File: src/hw/dtc_consts.svh
// offsets, field positions, reset values and timing counts of the dual timer block
`ifndef DTC_CONSTS_SVH
`define DTC_CONSTS_SVH
// register indices; the byte address on the bus is four times the index
`define DTC_IDX_TCTL      10'h088
`define DTC_IDX_TMODE     10'h089
`define DTC_IDX_T0_LOW    10'h08a
`define DTC_IDX_T1_LOW    10'h08b
`define DTC_IDX_T0_HIGH   10'h08c
`define DTC_IDX_T1_HIGH   10'h08d
// control/flag register bit positions
`define DTC_TCTL_T1_OVF   7
`define DTC_TCTL_T1_RUN   6
`define DTC_TCTL_T0_OVF   5
`define DTC_TCTL_T0_RUN   4
`define DTC_TCTL_X1_PEND  3
`define DTC_TCTL_X1_TYPE  2
`define DTC_TCTL_X0_PEND  1
`define DTC_TCTL_X0_TYPE  0
// mode register: timer 1 nibble, timer 0 nibble, fields inside a nibble
`define DTC_TMODE_T1_BASE 4
`define DTC_TMODE_T0_BASE 0
`define DTC_TMODE_GATE    3
`define DTC_TMODE_CNT_SEL 2
`define DTC_TMODE_MODE_HI 1
`define DTC_TMODE_MODE_LO 0
// reset values
`define DTC_RST_BYTE      8'h00
`define DTC_RST_PIN_SHR   3'h7
// machine cycle tick: cpu clocks per prescaled tick
`define DTC_TICK_DIV      12
`endif

File: src/hw/dtc_pkg.sv
// types shared by the dual timer/counter modules
package dtc_pkg;
    // operating mode as encoded in the two-bit mode field
    typedef enum logic [1:0] {DTC_MODE0, DTC_MODE1, DTC_MODE2, DTC_MODE3} dtc_mode_type;

    // pin filter state
    typedef struct packed {
        logic [2:0] shr;
        logic       level;
        logic       fall;
    } dtc_sync_state_type;

    // external interrupt flag state
    typedef struct packed {
        logic pending;
    } dtc_xirq_state_type;

    // state held in the timer core itself; pin filters and pending flags live in their own modules
    typedef struct packed {
        logic [7:0]  tmode;
        logic [7:0]  t0_low;
        logic [7:0]  t0_high;
        logic [7:0]  t1_low;
        logic [7:0]  t1_high;
        logic        t1_ovf;
        logic        t1_run;
        logic        t0_ovf;
        logic        t0_run;
        logic        x1_type;
        logic        x0_type;
        logic [7:0]  presc;
        logic [31:0] prdata;
    } dtc_core_state_type;
endpackage

File: src/hw/dtc_pin_if.sv
// filtered pin level and falling-edge pulse between pin filter and its users
`timescale 1ns/100ps
`default_nettype none
interface dtc_pin_if;
    logic level;
    logic fall;
    modport src (output level, output fall);
    modport dst (input level, input fall);
endinterface
`default_nettype wire

File: src/hw/dtc_pin_sync.sv
// three-stage pin synchroniser with agreement filter and fall detect
`timescale 1ns/100ps
`default_nettype none
`include "dtc_consts.svh"
module dtc_pin_sync
    import dtc_pkg::*;
(
    input  wire logic  i_mclk,   // core clock
    input  wire logic  i_rst_n,  // async reset, active low
    input  wire logic  i_ce,     // clock enable
    input  wire logic  i_pin,    // raw pin
    dtc_pin_if.src     pin_bus   // filtered level and fall pulse
);
    dtc_sync_state_type s_reg;
    dtc_sync_state_type s_next;

    // level only moves once stages two and three agree; stage one feeds stage two only
    always_comb
    begin
        s_next       = s_reg;
        s_next.shr   = {s_reg.shr[1:0], i_pin};
        s_next.fall  = 1'b0;
        if (s_reg.shr[1] == s_reg.shr[2])
        begin
            s_next.level = s_reg.shr[2];
            s_next.fall  = s_reg.level & ~s_reg.shr[2];
        end
    end

    // idle pins are high, so reset assumes high
    always_ff @(posedge i_mclk or negedge i_rst_n)
    begin
        if (!i_rst_n)
        begin
            s_reg.shr   <= `DTC_RST_PIN_SHR;
            s_reg.level <= 1'b1;
            s_reg.fall  <= 1'b0;
        end
        else if (i_ce)
        begin
            s_reg <= s_next;
        end
    end

    assign pin_bus.level = s_reg.level;
    assign pin_bus.fall  = s_reg.fall;
endmodule
`default_nettype wire

File: src/hw/dtc_xirq.sv
// external interrupt pending flag with edge or level trigger
`timescale 1ns/100ps
`default_nettype none
module dtc_xirq
    import dtc_pkg::*;
(
    input  wire logic  i_mclk,         // core clock
    input  wire logic  i_rst_n,        // async reset, active low
    input  wire logic  i_ce,           // clock enable
    dtc_pin_if.dst     pin_bus,        // filtered interrupt pin
    input  wire logic  i_trigger_edge, // 1 falling edge, 0 low level
    input  wire logic  i_reti,         // return-from-interrupt pulse
    output logic       o_pending       // pending flag
);
    dtc_xirq_state_type s_reg;
    dtc_xirq_state_type s_next;
    logic               detect;

    // detection wins over the clear so an event in the clear cycle is kept
    always_comb
    begin
        detect = i_trigger_edge ? pin_bus.fall : ~pin_bus.level;
        s_next = s_reg;
        if (detect)
        begin
            s_next.pending = 1'b1;
        end
        else if (i_reti)
        begin
            s_next.pending = 1'b0;
        end
    end

    always_ff @(posedge i_mclk or negedge i_rst_n)
    begin
        if (!i_rst_n)
        begin
            s_reg.pending <= 1'b0;
        end
        else if (i_ce)
        begin
            s_reg <= s_next;
        end
    end

    assign o_pending = s_reg.pending;
endmodule
`default_nettype wire

File: src/hw/dtc_timer_core.sv
// dual timer/counter control with apb register access
`timescale 1ns/100ps
`default_nettype none
// register offsets, field positions and the tick count
`include "dtc_consts.svh"
module dtc_timer_core
    import dtc_pkg::*;
#(
    parameter int TICK_DIV = `DTC_TICK_DIV  // cpu clocks per machine tick
)
(
    input  wire logic        i_mclk,            // core clock, 100 MHz
    input  wire logic        i_rst_n,           // async reset, active low
    input  wire logic        i_ce,              // clock enable, freezes all state
    input  wire logic        i_psel,            // apb select
    input  wire logic        i_penable,         // apb enable
    input  wire logic        i_pwrite,          // apb write
    input  wire logic [11:0] i_paddr,           // apb byte address
    input  wire logic [31:0] i_pwdata,          // apb write data
    input  wire logic [3:0]  i_pstrb,           // apb byte strobes
    output logic      [31:0] o_prdata,          // apb read data
    output logic             o_pready,          // apb ready
    output logic             o_pslverr,         // apb error on unmapped address
    input  wire logic        i_ext_irq0_pin,    // external interrupt 0 pin
    input  wire logic        i_ext_irq1_pin,    // external interrupt 1 pin
    input  wire logic        i_t0_count_pin,    // timer 0 event pin
    input  wire logic        i_t1_count_pin,    // timer 1 event pin
    input  wire logic        i_t0_vector_ack,   // cpu vectors to timer 0 routine
    input  wire logic        i_t1_vector_ack,   // cpu vectors to timer 1 routine
    input  wire logic        i_ext0_reti,       // return from ext 0 routine
    input  wire logic        i_ext1_reti,       // return from ext 1 routine
    output logic             o_t0_irq,          // timer 0 interrupt request
    output logic             o_t1_irq,          // timer 1 interrupt request
    output logic             o_ext0_irq,        // external 0 interrupt request
    output logic             o_ext1_irq         // external 1 interrupt request
);
    localparam logic [7:0] PRESC_LAST = 8'(TICK_DIV - 1);

    // state comes first: the interrupt instances below read its type bits
    dtc_core_state_type s_reg;
    dtc_core_state_type s_next;

    ////////////////////////////////////////////////////////////////////////////
    // pin filters and external interrupt flags

    dtc_pin_if x0_bus ();
    dtc_pin_if x1_bus ();
    dtc_pin_if c0_bus ();
    dtc_pin_if c1_bus ();

    logic x0_pending;
    logic x1_pending;

    dtc_pin_sync u_sync_x0 (.i_mclk(i_mclk), .i_rst_n(i_rst_n), .i_ce(i_ce),
                            .i_pin(i_ext_irq0_pin), .pin_bus(x0_bus));
    dtc_pin_sync u_sync_x1 (.i_mclk(i_mclk), .i_rst_n(i_rst_n), .i_ce(i_ce),
                            .i_pin(i_ext_irq1_pin), .pin_bus(x1_bus));
    dtc_pin_sync u_sync_c0 (.i_mclk(i_mclk), .i_rst_n(i_rst_n), .i_ce(i_ce),
                            .i_pin(i_t0_count_pin), .pin_bus(c0_bus));
    dtc_pin_sync u_sync_c1 (.i_mclk(i_mclk), .i_rst_n(i_rst_n), .i_ce(i_ce),
                            .i_pin(i_t1_count_pin), .pin_bus(c1_bus));

    // flags live in the small modules; the type bits come from here
    dtc_xirq u_xirq0 (
        .i_mclk         (i_mclk),
        .i_rst_n        (i_rst_n),
        .i_ce           (i_ce),
        .pin_bus        (x0_bus),
        .i_trigger_edge (s_reg.x0_type),
        .i_reti         (i_ext0_reti),
        .o_pending      (x0_pending)
    );
    dtc_xirq u_xirq1 (
        .i_mclk         (i_mclk),
        .i_rst_n        (i_rst_n),
        .i_ce           (i_ce),
        .pin_bus        (x1_bus),
        .i_trigger_edge (s_reg.x1_type),
        .i_reti         (i_ext1_reti),
        .o_pending      (x1_pending)
    );

    ////////////////////////////////////////////////////////////////////////////
    // one count step of a timer: returns {overflow, high, low}

    function automatic logic [16:0] dtc_step(
        input dtc_mode_type m,
        input logic [7:0]   hi,
        input logic [7:0]   lo,
        input logic         inc
    );
        logic [13:0] c13;
        logic [16:0] c16;
        logic [8:0]  c8;
        logic [16:0] r;
        begin
            c13 = {1'b0, hi, lo[4:0]} + 14'h0001;
            c16 = {1'b0, hi, lo} + 17'h00001;
            c8  = {1'b0, lo} + 9'h001;
            r   = {1'b0, hi, lo};
            if (inc)
            begin
                unique case (m)
                    // upper three low bits are left untouched
                    DTC_MODE0: r = {c13[13], c13[12:5], lo[7:5], c13[4:0]};
                    DTC_MODE1: r = c16;
                    // reload keeps the high byte, only software changes it
                    DTC_MODE2: r = {c8[8], hi, c8[8] ? hi : c8[7:0]};
                    DTC_MODE3: r = {c8[8], hi, c8[7:0]};
                endcase
            end
            return r;
        end
    endfunction

    ////////////////////////////////////////////////////////////////////////////
    // state and decode

    dtc_mode_type t0_mode;
    dtc_mode_type t1_mode;
    logic         t0_gate;
    logic         t1_gate;
    logic         t0_cnt_sel;
    logic         t1_cnt_sel;
    logic         tick;
    logic         t0_en;
    logic         t1_en;
    logic         t0_inc;
    logic         t1_inc;
    logic         t0h_inc;
    logic [16:0]  t0_res;
    logic [16:0]  t1_res;
    logic [8:0]   t0h_sum;
    logic         t0_wrap;
    logic         t1_wrap;
    logic         hit_tctl;
    logic         hit_tmode;
    logic         hit_t0l;
    logic         hit_t0h;
    logic         hit_t1l;
    logic         hit_t1h;
    logic         mapped;
    logic         access;
    logic         wr_en;
    logic [7:0]   wbyte;
    logic [7:0]   tctl_view;
    logic [7:0]   rd_byte;

    // mode register fields
    always_comb
    begin
        t1_gate    = s_reg.tmode[`DTC_TMODE_T1_BASE + `DTC_TMODE_GATE];
        t1_cnt_sel = s_reg.tmode[`DTC_TMODE_T1_BASE + `DTC_TMODE_CNT_SEL];
        t1_mode    = dtc_mode_type'(s_reg.tmode[`DTC_TMODE_T1_BASE +: 2]);
        t0_gate    = s_reg.tmode[`DTC_TMODE_T0_BASE + `DTC_TMODE_GATE];
        t0_cnt_sel = s_reg.tmode[`DTC_TMODE_T0_BASE + `DTC_TMODE_CNT_SEL];
        t0_mode    = dtc_mode_type'(s_reg.tmode[`DTC_TMODE_T0_BASE +: 2]);
    end

    // address decode: one aligned word per register
    always_comb
    begin
        hit_tctl  = (i_paddr[11:2] == `DTC_IDX_TCTL);
        hit_tmode = (i_paddr[11:2] == `DTC_IDX_TMODE);
        hit_t0l   = (i_paddr[11:2] == `DTC_IDX_T0_LOW);
        hit_t0h   = (i_paddr[11:2] == `DTC_IDX_T0_HIGH);
        hit_t1l   = (i_paddr[11:2] == `DTC_IDX_T1_LOW);
        hit_t1h   = (i_paddr[11:2] == `DTC_IDX_T1_HIGH);
        mapped    = hit_tctl | hit_tmode | hit_t0l | hit_t0h | hit_t1l | hit_t1h;
        access    = i_psel & i_penable & i_ce;
        // only byte lane 0 carries data; other lanes are ignored
        wr_en     = access & i_pwrite & mapped & i_pstrb[0];
        wbyte     = i_pwdata[7:0];
    end

    // readable control view; pending flags come from the interrupt modules
    always_comb
    begin
        tctl_view                    = 8'h00;
        tctl_view[`DTC_TCTL_T1_OVF]  = s_reg.t1_ovf;
        tctl_view[`DTC_TCTL_T1_RUN]  = s_reg.t1_run;
        tctl_view[`DTC_TCTL_T0_OVF]  = s_reg.t0_ovf;
        tctl_view[`DTC_TCTL_T0_RUN]  = s_reg.t0_run;
        tctl_view[`DTC_TCTL_X1_PEND] = x1_pending;
        tctl_view[`DTC_TCTL_X1_TYPE] = s_reg.x1_type;
        tctl_view[`DTC_TCTL_X0_PEND] = x0_pending;
        tctl_view[`DTC_TCTL_X0_TYPE] = s_reg.x0_type;
        unique case (1'b1)
            hit_tctl:  rd_byte = tctl_view;
            hit_tmode: rd_byte = s_reg.tmode;
            hit_t0l:   rd_byte = s_reg.t0_low;
            hit_t0h:   rd_byte = s_reg.t0_high;
            hit_t1l:   rd_byte = s_reg.t1_low;
            hit_t1h:   rd_byte = s_reg.t1_high;
            default:   rd_byte = 8'h00;
        endcase
    end

    ////////////////////////////////////////////////////////////////////////////
    // count enables and count steps

    always_comb
    begin
        tick    = (s_reg.presc == PRESC_LAST);
        // gate pin is the filtered level, so a glitch cannot open the gate
        t0_en   = s_reg.t0_run & (~t0_gate | x0_bus.level);
        t1_en   = s_reg.t1_run & (~t1_gate | x1_bus.level)
                  & (t1_mode != DTC_MODE3);
        t0_inc  = t0_en & (t0_cnt_sel ? c0_bus.fall : tick);
        t1_inc  = t1_en & (t1_cnt_sel ? c1_bus.fall : tick);
        // split timer 0 high byte counts machine ticks on timer 1's run bit
        t0h_inc = (t0_mode == DTC_MODE3) & s_reg.t1_run & tick;
        t0_res  = dtc_step(t0_mode, s_reg.t0_high, s_reg.t0_low, t0_inc);
        t1_res  = dtc_step(t1_mode, s_reg.t1_high, s_reg.t1_low, t1_inc);
        t0h_sum = {1'b0, s_reg.t0_high} + 9'h001;
        t0_wrap = t0_res[16];
        // timer 1 loses its flag to the split high byte in mode 3
        t1_wrap = (t0_mode == DTC_MODE3) ? (t0h_inc & t0h_sum[8]) : t1_res[16];
    end

    ////////////////////////////////////////////////////////////////////////////
    // next state: software write beats counting, hardware set beats any clear

    always_comb
    begin
        s_next         = s_reg;
        s_next.presc   = tick ? 8'h00 : s_reg.presc + 8'h01;
        s_next.t0_low  = t0_res[7:0];
        s_next.t0_high = t0h_inc ? t0h_sum[7:0] : t0_res[15:8];
        s_next.t1_low  = t1_res[7:0];
        s_next.t1_high = t1_res[15:8];
        if (i_t0_vector_ack)
        begin
            s_next.t0_ovf = 1'b0;
        end
        if (i_t1_vector_ack)
        begin
            s_next.t1_ovf = 1'b0;
        end
        if (wr_en)
        begin
            unique case (1'b1)
                hit_tctl:
                begin
                    // pending bits are read-only here; only interrupt return clears them
                    s_next.t1_ovf  = wbyte[`DTC_TCTL_T1_OVF];
                    s_next.t1_run  = wbyte[`DTC_TCTL_T1_RUN];
                    s_next.t0_ovf  = wbyte[`DTC_TCTL_T0_OVF];
                    s_next.t0_run  = wbyte[`DTC_TCTL_T0_RUN];
                    s_next.x1_type = wbyte[`DTC_TCTL_X1_TYPE];
                    s_next.x0_type = wbyte[`DTC_TCTL_X0_TYPE];
                end
                hit_tmode: s_next.tmode   = wbyte;
                hit_t0l:   s_next.t0_low  = wbyte;
                hit_t0h:   s_next.t0_high = wbyte;
                hit_t1l:   s_next.t1_low  = wbyte;
                hit_t1h:   s_next.t1_high = wbyte;
                default:   s_next.tmode   = s_reg.tmode;
            endcase
        end
        if (t0_wrap)
        begin
            s_next.t0_ovf = 1'b1;
        end
        if (t1_wrap)
        begin
            s_next.t1_ovf = 1'b1;
        end
        // read data captured in the setup cycle, shown in the access cycle
        if (i_psel & ~i_penable)
        begin
            s_next.prdata = {24'h000000, rd_byte};
        end
    end

    ////////////////////////////////////////////////////////////////////////////
    // state register

    always_ff @(posedge i_mclk or negedge i_rst_n)
    begin
        if (!i_rst_n)
        begin
            s_reg.tmode   <= `DTC_RST_BYTE;
            s_reg.t0_low  <= `DTC_RST_BYTE;
            s_reg.t0_high <= `DTC_RST_BYTE;
            s_reg.t1_low  <= `DTC_RST_BYTE;
            s_reg.t1_high <= `DTC_RST_BYTE;
            s_reg.t1_ovf  <= 1'b0;
            s_reg.t1_run  <= 1'b0;
            s_reg.t0_ovf  <= 1'b0;
            s_reg.t0_run  <= 1'b0;
            s_reg.x1_type <= 1'b0;
            s_reg.x0_type <= 1'b0;
            s_reg.presc   <= 8'h00;
            s_reg.prdata  <= 32'h00000000;
        end
        else if (i_ce)
        begin
            s_reg <= s_next;
        end
    end

    ////////////////////////////////////////////////////////////////////////////
    // outputs

    // zero wait states; ready drops while frozen so no transfer is lost
    assign o_pready   = i_ce;
    assign o_pslverr  = i_psel & i_penable & ~mapped;
    assign o_prdata   = s_reg.prdata;
    // requests follow the flags for as long as they stay set
    assign o_t0_irq   = s_reg.t0_ovf;
    assign o_t1_irq   = s_reg.t1_ovf;
    assign o_ext0_irq = x0_pending;
    assign o_ext1_irq = x1_pending;
endmodule
`default_nettype wire

File: config.mk
export PLATFORM = sky130hd
export DESIGN_NAME = dtc_timer_core
export DESIGN_NICKNAME = d
export VERILOG_FILES = /design/src/hw/dtc_pkg.sv /design/src/hw/dtc_pin_if.sv /design/src/hw/dtc_pin_sync.sv /design/src/hw/dtc_xirq.sv /design/src/hw/dtc_timer_core.sv
export VERILOG_INCLUDE_DIRS = /design/src /design/src/hw
export SDC_FILE = /design/constraint.sdc
export NUM_CORES = 1
export LEC_CHECK = 0
export BUFFER_PORTS_ARGS = -buffer_cell sky130_fd_sc_hd__buf_2
export CORE_MARGIN = 4
export CORE_UTILIZATION = 51
export CTS_CLUSTER_SIZE = 12
export DETAILED_ROUTE_END_ITERATION = 8
export MAX_ROUTING_LAYER = met4
export PLACE_DENSITY = 0.77
export SLEW_MARGIN = 20
export SYNTH_ARGS = -nofsm -noshare
export SYNTH_HDL_FRONTEND = slang
export SYNTH_SLANG_ARGS = --single-unit
File: constraint.sdc
create_clock -name i_mclk -period 2.2 [get_ports i_mclk]
set_input_delay 0.11 -clock i_mclk [delete_from_list [all_inputs] [get_ports i_mclk]]
set_output_delay 0.11 -clock i_mclk [all_outputs]
set_load 0.02 [all_outputs]
; ---- Word level (Yosys, flattened, before mapping)
; Cells that the tools add are included.
[classes]
bitwise = 36
mux = 32
addsub = 8
eq_ne = 18
reduce_logical = 13
[op_table]
columns = operator, count
row1 = $pmux 17 s4, 2
row2 = $mux 8, 8
row3 = $eq 10x8->1 const B, 6
row4 = $pmux 8 s6, 1
row5 = $mux 38, 1
row6 = $add 16x1->17 const B, 2
row7 = $mux 17, 2
row8 = $add 13x1->14 const B, 2
row9 = $add 8x1->9 const B, 3
row10 = $and 1x1->1, 19
row11 = $mux 1, 17
row12 = $reduce_and 2->1, 7
row13 = $not 1->1, 10
row14 = $add 8x1->8 const B, 1
row15 = $eq 2x2->1 const B, 4
row16 = $eq 8x4->1 const B, 1
row17 = $or 1x1->1, 7
row18 = $mux 6, 1
row19 = $reduce_and 3->1, 2
row20 = $eq 1x1->1, 4
row21 = $eq 2x1->1 const B, 2
row22 = $logic_not 2->1, 2
row23 = $reduce_bool 2->1, 2
row24 = $ne 2x2->1 const B, 1
[word_totals]
out_inout_bits = 38
reg_bits = 84
input_bits = 62

; ---- Longest topological paths before layout
; Gate-level depths: netlist of run 1.
[depth]
ltp_word = 10
mapped_depth = 9
mapped_depth_nobuf = 7

; ---- Cells and area by module
; A second synthesis of run 1 with hierarchy kept.
[unflattened]
cells_unflattened = 639
area_unflattened_um2 = 5700.5
[by_module_without_submodules]
columns = module, cells_each, n_inst, area_per_inst_um2, seq_area_each_um2
row1 = dtc_timer_core, 561, 1, 4687.0, 1551.5
row2 = dtc_pin_sync, 17, 4, 227.7, 130.1
row3 = dtc_xirq, 5, 2, 51.3, 25.0

; ---- Worst setup path before layout of run 1
; OpenSTA, ideal clock, no wires.
[synth_path]
kind = register -> register
from = reg s_reg[32] (netlist name)
to = reg s_reg[60] (netlist name)
setup_ps = 126
slack_ps = -97
t_required_ps = 2074
path_stages_with_launch = 8
t_arrival_ps = 2171
path_cell_list = dfrtp_1 > ha_1 > or4b_4 > o21ba_2 > a211oi_4 > o21a_1 > o21ai_1 > a221o_1
[synth_via]
elab_chain_len = 6
[synth_lines]
columns = item, line
row1 = from (decl), dtc_timer_core.sv:40  ; dtc_core_state_type s_reg;
row2 = from (signal assigned), dtc_timer_core.sv:299  ; s_reg <= s_next;
row3 = $eq 8x4->1 (*), dtc_timer_core.sv:204  ; tick = (s_reg.presc == PRESC_LAST);
row4 = $mux 1 (*), dtc_timer_core.sv:210  ; t1_inc = t1_en & (t1_cnt_sel ? c1_bus.fall : tick);
row5 = $and 1x1->1 (*), dtc_timer_core.sv:210
row6 = $mux 17 (*), dtc_timer_core.sv:101  ; if (inc)
row7 = $mux 8, dtc_timer_core.sv:242  ; unique case (1'b1)
row8 = $mux 38 (*), dtc_timer_core.sv:240  ; if (wr_en)
; Every way passes the cells marked *; elsewhere a longest branch is shown, timed or not.
; A chain may end at the register's enable or synchronous reset.

; ---- Worst setup path in the final report of run 1
[layout_path]
from = reg s_reg[33] (netlist name)
to = reg s_reg[54] (netlist name)
; Same word-level chain as after synthesis.

==> reports/results.ini, run 1 <==
[layout]
antenna_cells=0
largest_reg_flops=52
fill_cells=886
layout.cells.non_filler=816
drive_above_1_share=0.315
finalNetCount=741
area_delta_synth_final_pct=19.7

[sta]
fin_ws_ns=-0.0774
max_freq_mhz=439
fin_tns_setup_ns=-0.474
skew_ns=0.0141
rsz0062_at_grt=true
finalCritPeriodShare=1.04
setup_violations=12
worstMarginPinSlew_ns=0.909
post-route-min-period_ns=2.28
slew_viol_final=0
slew_headroom=0.394
final_hold_viol_count=0

[cts]
clkLatencyLatePin_ns=0.37
clkSinkCount=84
cts_tree=built
clock_path_buffers=2
htreeDepth=3
cts.clk_slew.worst_paths_ns=0.10
cts_root_buf=clkbuf_8
cts_buffers=9

[global_route]
grt_pass1_wl_um=26000
antenna_found_initial=0
grt_start_max_net_pins=84
grt_util_all_layers=0.270
grt_pass1_vias=4890
grt_overflow=0

[setup_path]
ff2ff_setup_slack_ns=-0.08
start_kind=flop
rr_startpoint=s_reg[33]
reg2reg_depth=7
arrival_ns=2.55
crit_path_end_kind=flop
worst_ep_required_time_ns=2.47
reg2reg_to=s_reg[54]
crit_type=reg -> reg
cp_max_fo=4

[job]
max-cap-violations=0

[drt]
first_iter_violations=634
ant_nets=0
via_per_inst=6.26
drt_first_pass_iters=6
drcViolationCount=0
wl_per_cell_um=19.8
wl_um=16100
vias=5111

[synth]
ys_seq_elements=84
synthArstFlopShare=1.00
synth_edf_count=0
synth.largest_area_cell=dfrtp_1
synthCells=591
yosysTopAreaCellShare=0.313
ys_top_cells_by_area=dfrtp_1 31%, dfstp_2 7.7%, buf_4 4.8%
synth_area_per_cell_um2=9.20
ys_types=77
netlist_area_um2=5440
synthFlopType=dfrtp_1
ys_seq_area_frac=0.390
yosysWarnings=0

[hold_path]
hold_path_class=in -> reg
min_to=u_xirq1.o_pending
hold_depth=4
worstHoldStart=i_ext1_reti

[placement]
place_inst=790
dp_hpwl_um=11700
portBuffers=46
gp_congestion=0.994

[power]
intPower_uw=2620
switching_share=0.314
pwr_density_cell_nw_per_um2=588
ir_worst_vdd_mv=0.688
p_clk_frac=0.307
p_comb_frac=0.201
p_sw_uw=1200
power_frac_seq=0.492
total_power_uw=3820
p_leak_uw=0.00283

[status]
status=finished, violations left
violations=setup timing

[floorplan]
rows=37
dieArea_um2=12400
start_util=0.524
die_h_um=111
io-pin-count=100
die_width_um=111
core_area_um2=10400

## final cells by class
class | count | area (µm²) | share of cell area
multi-input combinational | 448 | 3130 | 0.481
timing repair buffer | 114 | 807 | 0.124
tap | 136 | 170 | 0.0262
sequential | 84 | 2120 | 0.326
clock buffer | 11 | 163 | 0.0250
inverter | 18 | 67.6 | 0.0104
clock inverter | 5 | 48.8 | 0.00750
## how the worst max path moves through the flow
stage	from	cells past startpoint	slack (ns)	endpoint
finish	s_reg[33]	7	-0.08	s_reg[54]
global route	s_reg[32]	7	-0.15	s_reg[54]
global placement	s_reg[33]	8	-0.08	s_reg[66]
CTS	s_reg[32]	7	-0.07	s_reg[60]
floorplan	s_reg[32]	7	-0.02	s_reg[54]
detailed placement	s_reg[32]	8	-0.13	s_reg[64]
## cell families (layout without fill, tap and decap cells)
logic type	Yosys count	count (layout)	share of synthesized area
mux	32	32	0.0709
buf+inv	82	148	0.0863
other cells	1	24	0.000690
xor+xnor	7	7	0.0113
simple gates	189	189	0.188
fa+ha+maj	4	4	0.00921
flops	84	84	0.390
compound gates	192	192	0.243
## cell usage after synthesis, types with 3 or more instances
library cell  instances
nor3_1               10
a22o_1                4
buf_6                 3
o2bb2ai_1             3
and4_1                5
inv_1                18
buf_4                35
a222oi_1              5
o2111ai_1             4
nand4_1               8
and2_1                6
dfrtp_1              68
a31oi_1               5
nor2_1               28
a21o_1                4
xnor2_1               3
nand2_1              61
o211ai_1              3
a221o_1               7
o22ai_1              14
nor4_1                5
clkbuf_1             16
o211a_1               5
nand3_1              29
nand2_2               3
a22oi_1               6
mux2_2               22
nor4_4                3
mux2i_1               7
a21boi_0              5
buf_2                 6
o21ai_0              38
a2bb2oi_1             5
dfstp_2              16
o21a_1                4
and3_1                8
nand2b_1              5
o21ai_1              15
xor2_1                4
ha_1                  4
buf_1                 4
mux4_2                3
a21oi_1              39
## metal layers
metal	routed length [µm]	vias to the layer above	global-route usage
li1	-	2332	-
met1	6700	2489	0.361
met2	7540	246	0.415
met3	1410	44	0.0551
met4	498	0	0.0843
met5	0	-	-
## metrics by stage
stage / utilization / hold slack (ns) / area, µm² / setup WS (ns)
floorplan: - / -0.186 / 5540 / -0.0201
global placement: 0.578 / 0.153 / 6000 / -0.0793
detailed placement: 0.578 / 0.160 / 6000 / -0.129
CTS: 0.612 / 0.0217 / 6350 / -0.0707
global route: 0.627 / 0.0230 / 6510 / -0.153
finish: 0.627 / 0.0328 / 6510 / -0.0774
## worst max-delay path: stages (launching register included)
cell and delay [ns]:
dfrtp_1 0.36, ha_2 0.18, or4b_4 0.50, o21ba_4 0.25, a211oi_4 0.24, a21boi_2 0.22, o21ai_1 0.08, a221o_1 0.33
## cells in the final DEF (no fill, tap or decap), drive strengths merged, types with 14 or more instances in the layout
| cell type | count |
|---|---|
| o22ai | 14 |
| dfstp | 16 |
| dfrtp | 68 |
| mux2 | 22 |
| buf | 109 |
| inv | 21 |
| conb | 24 |
| nor2 | 28 |
| nand3 | 29 |
| a21oi | 41 |
| nand2 | 64 |
| o21ai | 53 |
## repair_timing
| item | CTS | global route |
|---|---|---|
| setup buffers | 2 | 3 |
| hold buffers | 5 | 0 |
| resized for setup | 20 | 30 |
| cloned | 0 | 0 |
| setup endpoints to repair | 21 | 32 |
| endpoints found under the hold margin | 46 | 0 |
| pin swaps | 4 | 22 |
## power by group through the flow
stage	Combinational (µW)	Sequential [µW]	Clock (µW)
6_report	769	1880	1170
5_1_grt	851	1900	1280
4_1_cts	762	1880	1190
3_5_place_dp	731	1910	0
3_3_place_gp	706	1890	0
2_1_floorplan	426	1900	0
Power figures use the tool's default switching activity.
==> run 2, diff against run 1 <==
CORE_UTILIZATION = 55   (was 51)
GPL_TIMING_DRIVEN = 0   (was unset)
PLACE_DENSITY = 0.79   (was 0.77)
clock period = 2.7 ns   (was 2.2 ns; I/O delays follow)
==> run 2 against run 1 <==
The run now ends clean; largest power group unchanged; design area down 4.1%; clock skew shrank 0.0013 ns; sequential power decreased by 17%; non-clock buffer count is 5 higher.
==> reports/results.ini, run 2 (same netlist as run 1, synthesis figures left out) <==
[power]
total_power_uw=3080  ; -20%
pwr_density_cell_nw_per_um2=493  ; -16%
p_leak_uw=0.00275  ; -3.0%
ir_worst_vdd_mv=0.487  ; -29%

[cts]
cts_buffers=9  ; unchanged
clkLatencyLatePin_ns=0.39  ; +0.02 ns
clkSinkCount=84  ; unchanged
cts_root_buf=clkbuf_8
clock_path_buffers=2  ; unchanged
htreeDepth=3  ; unchanged
cts_tree=built
cts.clk_slew.worst_paths_ns=0.10  ; about the same

[sta]
post-route-min-period_ns=2.60  ; +0.318 ns
rsz0062_at_grt=false
max_freq_mhz=385  ; -12%
slew_viol_final=0  ; unchanged
fin_ws_ns=0.104  ; +0.182 ns
skew_ns=0.0128  ; -0.00128 ns
setup_violations=0  ; -12
worstMarginPinSlew_ns=1.07  ; +0.161 ns
finalCritPeriodShare=0.961  ; -0.0738
final_hold_viol_count=0  ; unchanged
slew_headroom=0.280  ; -0.114
fin_tns_setup_ns=0  ; +0.474 ns

[floorplan]
die_width_um=107  ; -3.4%
rows=36  ; -2.7%
core_area_um2=9680  ; -6.6%
start_util=0.561  ; +0.0371
die_h_um=107  ; -3.4%
io-pin-count=100  ; unchanged
dieArea_um2=11500  ; -6.8%

[drt]
drt_first_pass_iters=7  ; +1
wl_per_cell_um=20.7  ; +4.4%
wl_um=16900  ; +4.6%
first_iter_violations=597  ; -5.8%
ant_nets=0  ; unchanged
drcViolationCount=0  ; unchanged
vias=5176  ; +1.3%
via_per_inst=6.33  ; +1.0%

[setup_path]
reg2reg_depth=7  ; unchanged
crit_start=s_reg[32]
timing.critical_path.to=s_reg[68]
arrival_ns=2.89  ; +0.34 ns
ff2ff_setup_slack_ns=0.10  ; +0.18 ns
reg2reg_to=s_reg[68]
crit_type=reg -> reg
worst_ep_required_time_ns=3.00  ; +0.53 ns
start_kind=flop
cp_slowest_cell=or4b_4
cpPeakStageDelay_ns=0.53  ; +0.03 ns
path_cells=ha_1 -> or4b_4 -> nor2_1 -> nand4_1 -> a21boi_0 -> o21ai_1 -> a22oi_1
crit_path_end_kind=flop
rr_startpoint=s_reg[32]
cp_max_fo=8  ; +4

[placement]
dp_hpwl_um=12100  ; +4.0%
place_area_um2=5950  ; -0.79%
place_worst_setup_slack_ns=0.0469  ; +0.176 ns
portBuffers=46  ; unchanged
gp_congestion=0.992  ; -0.17%

[layout]
largest_reg_flops=52  ; unchanged
final_common_cell=dfrtp_1
fin_area_um2=6240  ; -4.1%
mostFrequentLayoutCells=68 x dfrtp_1, 61 x nand2_1, 51 x buf_2, 39 x a21oi_1
area_delta_synth_final_pct=14.8
drive_above_1_share=0.247  ; -0.0680
antenna_cells=0  ; unchanged
finalNetCount=746  ; +0.67%
finalCoreUtilization=0.644  ; +0.0169

[global_route]
grt_start_max_net_pins=58  ; -31%
antenna_found_initial=0  ; unchanged
grt_pass1_vias=4848  ; -0.86%
grt_pass1_wl_um=26400  ; +1.6%
grt_util_all_layers=0.311  ; +0.0414
grt_overflow=0  ; unchanged

[status]
status=complete, no violations

[hold_path]
hold_path_class=in -> reg

[job]
max-cap-violations=0  ; unchanged

[run 2: cell count changes in the layout (fill, tap and decap cells not counted), sizes merged]
cell / change
inv: +3
clkbuf: +15
dlygate4sd3: +1
clkinv: -2
buf: -12
[run 2: how the worst min path moves through the flow]
stage,slack (ns),start,depth (start not counted),to
4_1_cts,0.01,i_ext1_reti,4,u_xirq1.o_pending
6_report,0.02,i_ext1_reti,4,u_xirq1.o_pending
2_1_floorplan,-0.16,i_rst_n,0,o_prdata[0]
3_3_place_gp,0.37,i_t1_count_pin,2,u_sync_c1.s_next[3]
3_5_place_dp,0.10,i_rst_n,1,o_t0_irq
5_1_grt,0.04,i_ext1_reti,4,u_xirq1.o_pending
[run 2: metal layers]
metal,global-route usage,share of wire,vias up
met3,0.0810,0.11,41
li1,-,-,2346
met1,0.408,0.40,2486
met5,-,0,-
met2,0.474,0.46,303
met4,0.101,0.029,0
[run 2: cell type report]
type                            instances  area (µm²)
Clock buffer                           10         149
Tap cell                              133         166
Timing Repair Buffer                   55         335
Buffer                                 64         402
Multi-Input combinational cell        448        2940
Fill cell                             856        3440
Clock inverter                          6        57.6
Sequential cell                        84        2120
Inverter                               18        67.6
[run 2: stage by stage]
step	hold slack, ns	instances
2_1_floorplan	-0.161	614
3_3_place_gp	0.367	793
3_5_place_dp	0.102	794
4_1_cts	0.0124	816
5_1_grt	0.0446	818
6_report	0.0233	818
[run 2: critical path, delay by kind of cell (launching register included)]
kind / cells / cell delay (ns)
AOI/OAI and AO/OA: 3 / 0.61
and+or+nand+nor: 3 / 1.22
adders and majority gates: 1 / 0.25
DFF: 1 / 0.41
[run 2: where the power goes]
part | leakage, µW | switching, µW | internal (µW)
Clock | 0.000109 | 555 | 417
Sequential | 0.00103 | 142 | 1420
Combinational | 0.00160 | 317 | 224
[run 2: what timing repair did]
action | in CTS | in global routing
setup buffers | 0 | 2
endpoints found under the hold margin | 32 | 0
hold buffers | 6 | 0
setup endpoints to repair | 0 | 10
resized for setup | 0 | 1
==> run 3, diff against run 2 <==
clock period = 3.2 ns   (was 2.7 ns; I/O delays follow)
==> run 3 against run 2 <==
Non-clock buffer count decreased by 4; first-iteration DRC count down 1.3%; sequential cell count is the same; setup slack better by 0.43 ns; final cell count is 0.49% lower; design area down 0.70%; wire length rose by 0.53%; clock skew is 0.0025 ns higher.
==> reports/results.ini, run 3 (same netlist as run 1, synthesis figures left out) <==
[layout]
drive_above_1_share=0.245  ; -0.00149
mostFrequentLayoutCells=68 x dfrtp_1, 61 x nand2_1, 51 x buf_2, 39 x a21oi_1, 38 x o21ai_0
finalCoreUtilization=0.640  ; -0.00452
finalNetCount=742  ; -0.54%
area_delta_synth_final_pct=14.0
fill_cells=862  ; +0.70%
antenna_cells=0  ; unchanged
largest_reg_flops=52  ; unchanged
final_common_cell=dfrtp_1

[setup_path]
cp_max_fo=8  ; unchanged
crit_path_end_kind=flop
worst_ep_required_time_ns=3.47  ; +0.47 ns
cp_slowest_cell=or4b_4
path_cells=ha_1 -> or4b_4 -> o21ba_2 -> a211oi_4 -> nand2_2 -> a2111oi_2 -> nor3_1
ff2ff_setup_slack_ns=0.53  ; +0.43 ns
crit_type=reg -> reg
cpPeakStageDelay_ns=0.52  ; about the same
arrival_ns=2.94  ; +0.05 ns
start_kind=flop

[hold_path]
hold_path_class=in -> reg

[cts]
htreeDepth=3  ; unchanged
clock_path_buffers=2  ; unchanged
cts_tree=built
cts_buffers=9  ; unchanged
clkLatencyLatePin_ns=0.39  ; about the same
cts_root_buf=clkbuf_8
clkSinkCount=84  ; unchanged
cts-resized-gates=0  ; unchanged
cts.clk_slew.worst_paths_ns=0.10  ; about the same

[drt]
first_iter_violations=589  ; -1.3%
wl_um=17000  ; +0.53%
ant_nets=0  ; unchanged
drt_first_pass_iters=5  ; -2
drcViolationCount=0  ; unchanged
vias=5144  ; -0.62%
wl_per_cell_um=20.9  ; +1.0%
via_per_inst=6.32  ; -0.13%

[floorplan]
die_width_um=107  ; unchanged
dieArea_um2=11500  ; unchanged
io-pin-count=100  ; unchanged
rows=36  ; unchanged
start_util=0.561  ; unchanged
core_area_um2=9680  ; unchanged
die_h_um=107  ; unchanged

[sta]
rsz0062_at_grt=false
slew_headroom=0.318  ; +0.0386
skew_ns=0.0153  ; +0.00252 ns
fin_ws_ns=0.533  ; +0.429 ns
fin_tns_setup_ns=0  ; unchanged
hold-worst-slack_ns=0.0252  ; +0.00189 ns
post-route-min-period_ns=2.67  ; +0.0710 ns
max_freq_mhz=375  ; -2.7%
finalCritPeriodShare=0.833  ; -0.128
setup_violations=0  ; unchanged
final_hold_viol_count=0  ; unchanged
worstMarginPinSlew_ns=1.01  ; -0.0573 ns
slew_viol_final=0  ; unchanged

[power]
p_comb_frac=0.174  ; -0.002
intPower_uw=1740  ; -16%
power_frac_seq=0.510  ; +0.002
pwr_density_cell_nw_per_um2=418  ; -15%
total_power_uw=2590  ; -16%
p_clk_frac=0.316  ; about the same
switching_share=0.329  ; about the same
p_leak_uw=0.00273  ; -0.73%
ir_worst_vdd_mv=0.409  ; -16%
p_sw_uw=853  ; -16%

[placement]
portBuffers=46  ; unchanged
dp_hpwl_um=12100  ; unchanged
gp_congestion=0.992  ; unchanged
place_worst_setup_slack_ns=0.547  ; +0.500 ns

[status]
status=complete, no violations

[global_route]
grt_pass1_wl_um=26400  ; -0.16%
grt_start_max_net_pins=58  ; unchanged
grt_overflow=0  ; unchanged
grt_util_all_layers=0.311  ; -0.000395
antenna_found_initial=0  ; unchanged
grt_pass1_vias=4842  ; -0.12%

[job]
max-cap-violations=0  ; unchanged

-- run 3: cell count changes in the layout (fill, tap and decap cells not counted), sizes merged --
| cell | previous run | this run |
|---|---|---|
| dlygate4sd3 | 6 | 4 |
| buf | 97 | 95 |
-- run 3: critical path: cells and delay by family (launching register included) --
kind / cells / cell delay [ns]
AO/OA/AOI/OAI: 3 / 1.04
AND/OR/NAND/NOR: 3 / 0.84
flip-flops: 1 / 0.42
adder cells (fa/ha/maj): 1 / 0.25
-- run 3: what timing repair did --
action | 4_1_cts | 5_1_grt
endpoints found under the hold margin | 29 | 1
setup buffers | 0 | 0
hold buffers | 3 | 1
-- run 3: routing by layer --
layer	vias to the layer above	global-route usage	part of all wire	routed length, µm
met4	0	0.101	0.025	427
met2	277	0.474	0.46	7870
met5	-	-	0	0
met3	33	0.0810	0.10	1730
met1	2500	0.407	0.41	6970
li1	2334	-	-	-
-- run 3: power groups by stage --
stage               Sequential [µW]  Clock, µW  Combinational [µW]
floorplan                      1310          0                 288
finish                         1320        820                 451
global placement               1330          0                 422
CTS                            1320        830                 448
global route                   1330        877                 492
detailed placement             1330          0                 442
-- run 3: final timing paths --
check	cells past startpoint	to	start
max in group asynchronous	3	u_sync_x1.s_next[3]	i_rst_n
hold reg to reg	1	u_sync_c1.pin_bus.fall	u_sync_c1.pin_bus.fall
min in group asynchronous	2	o_t0_irq	i_rst_n
setup / recovery	7	s_reg[58]	s_reg[32]
hold / removal	2	u_sync_c0.s_next[3]	i_t0_count_pin
setup reg to reg	7	s_reg[58]	s_reg[32]
-- run 3: final cells by class --
| cell class | count | area (µm²) | share of cell area |
|---|---|---|---|
| multi-input cells | 448 | 2930 | 0.473 |
| flip-flops and latches | 84 | 2120 | 0.342 |
| plain buffers | 64 | 402 | 0.0648 |
| repair buffers | 51 | 300 | 0.0485 |
| well taps | 133 | 166 | 0.0269 |
| clock buffers | 10 | 149 | 0.0240 |
| inverters | 18 | 67.6 | 0.0109 |
| clock inverters | 6 | 57.6 | 0.00929 |
-- run 3: metrics by stage --
stage | cell area [µm²] | cells
finish | 6200 | 814
global route | 6200 | 814
CTS | 6190 | 813
detailed placement | 5950 | 794
global placement | 5920 | 793
floorplan | 5520 | 614
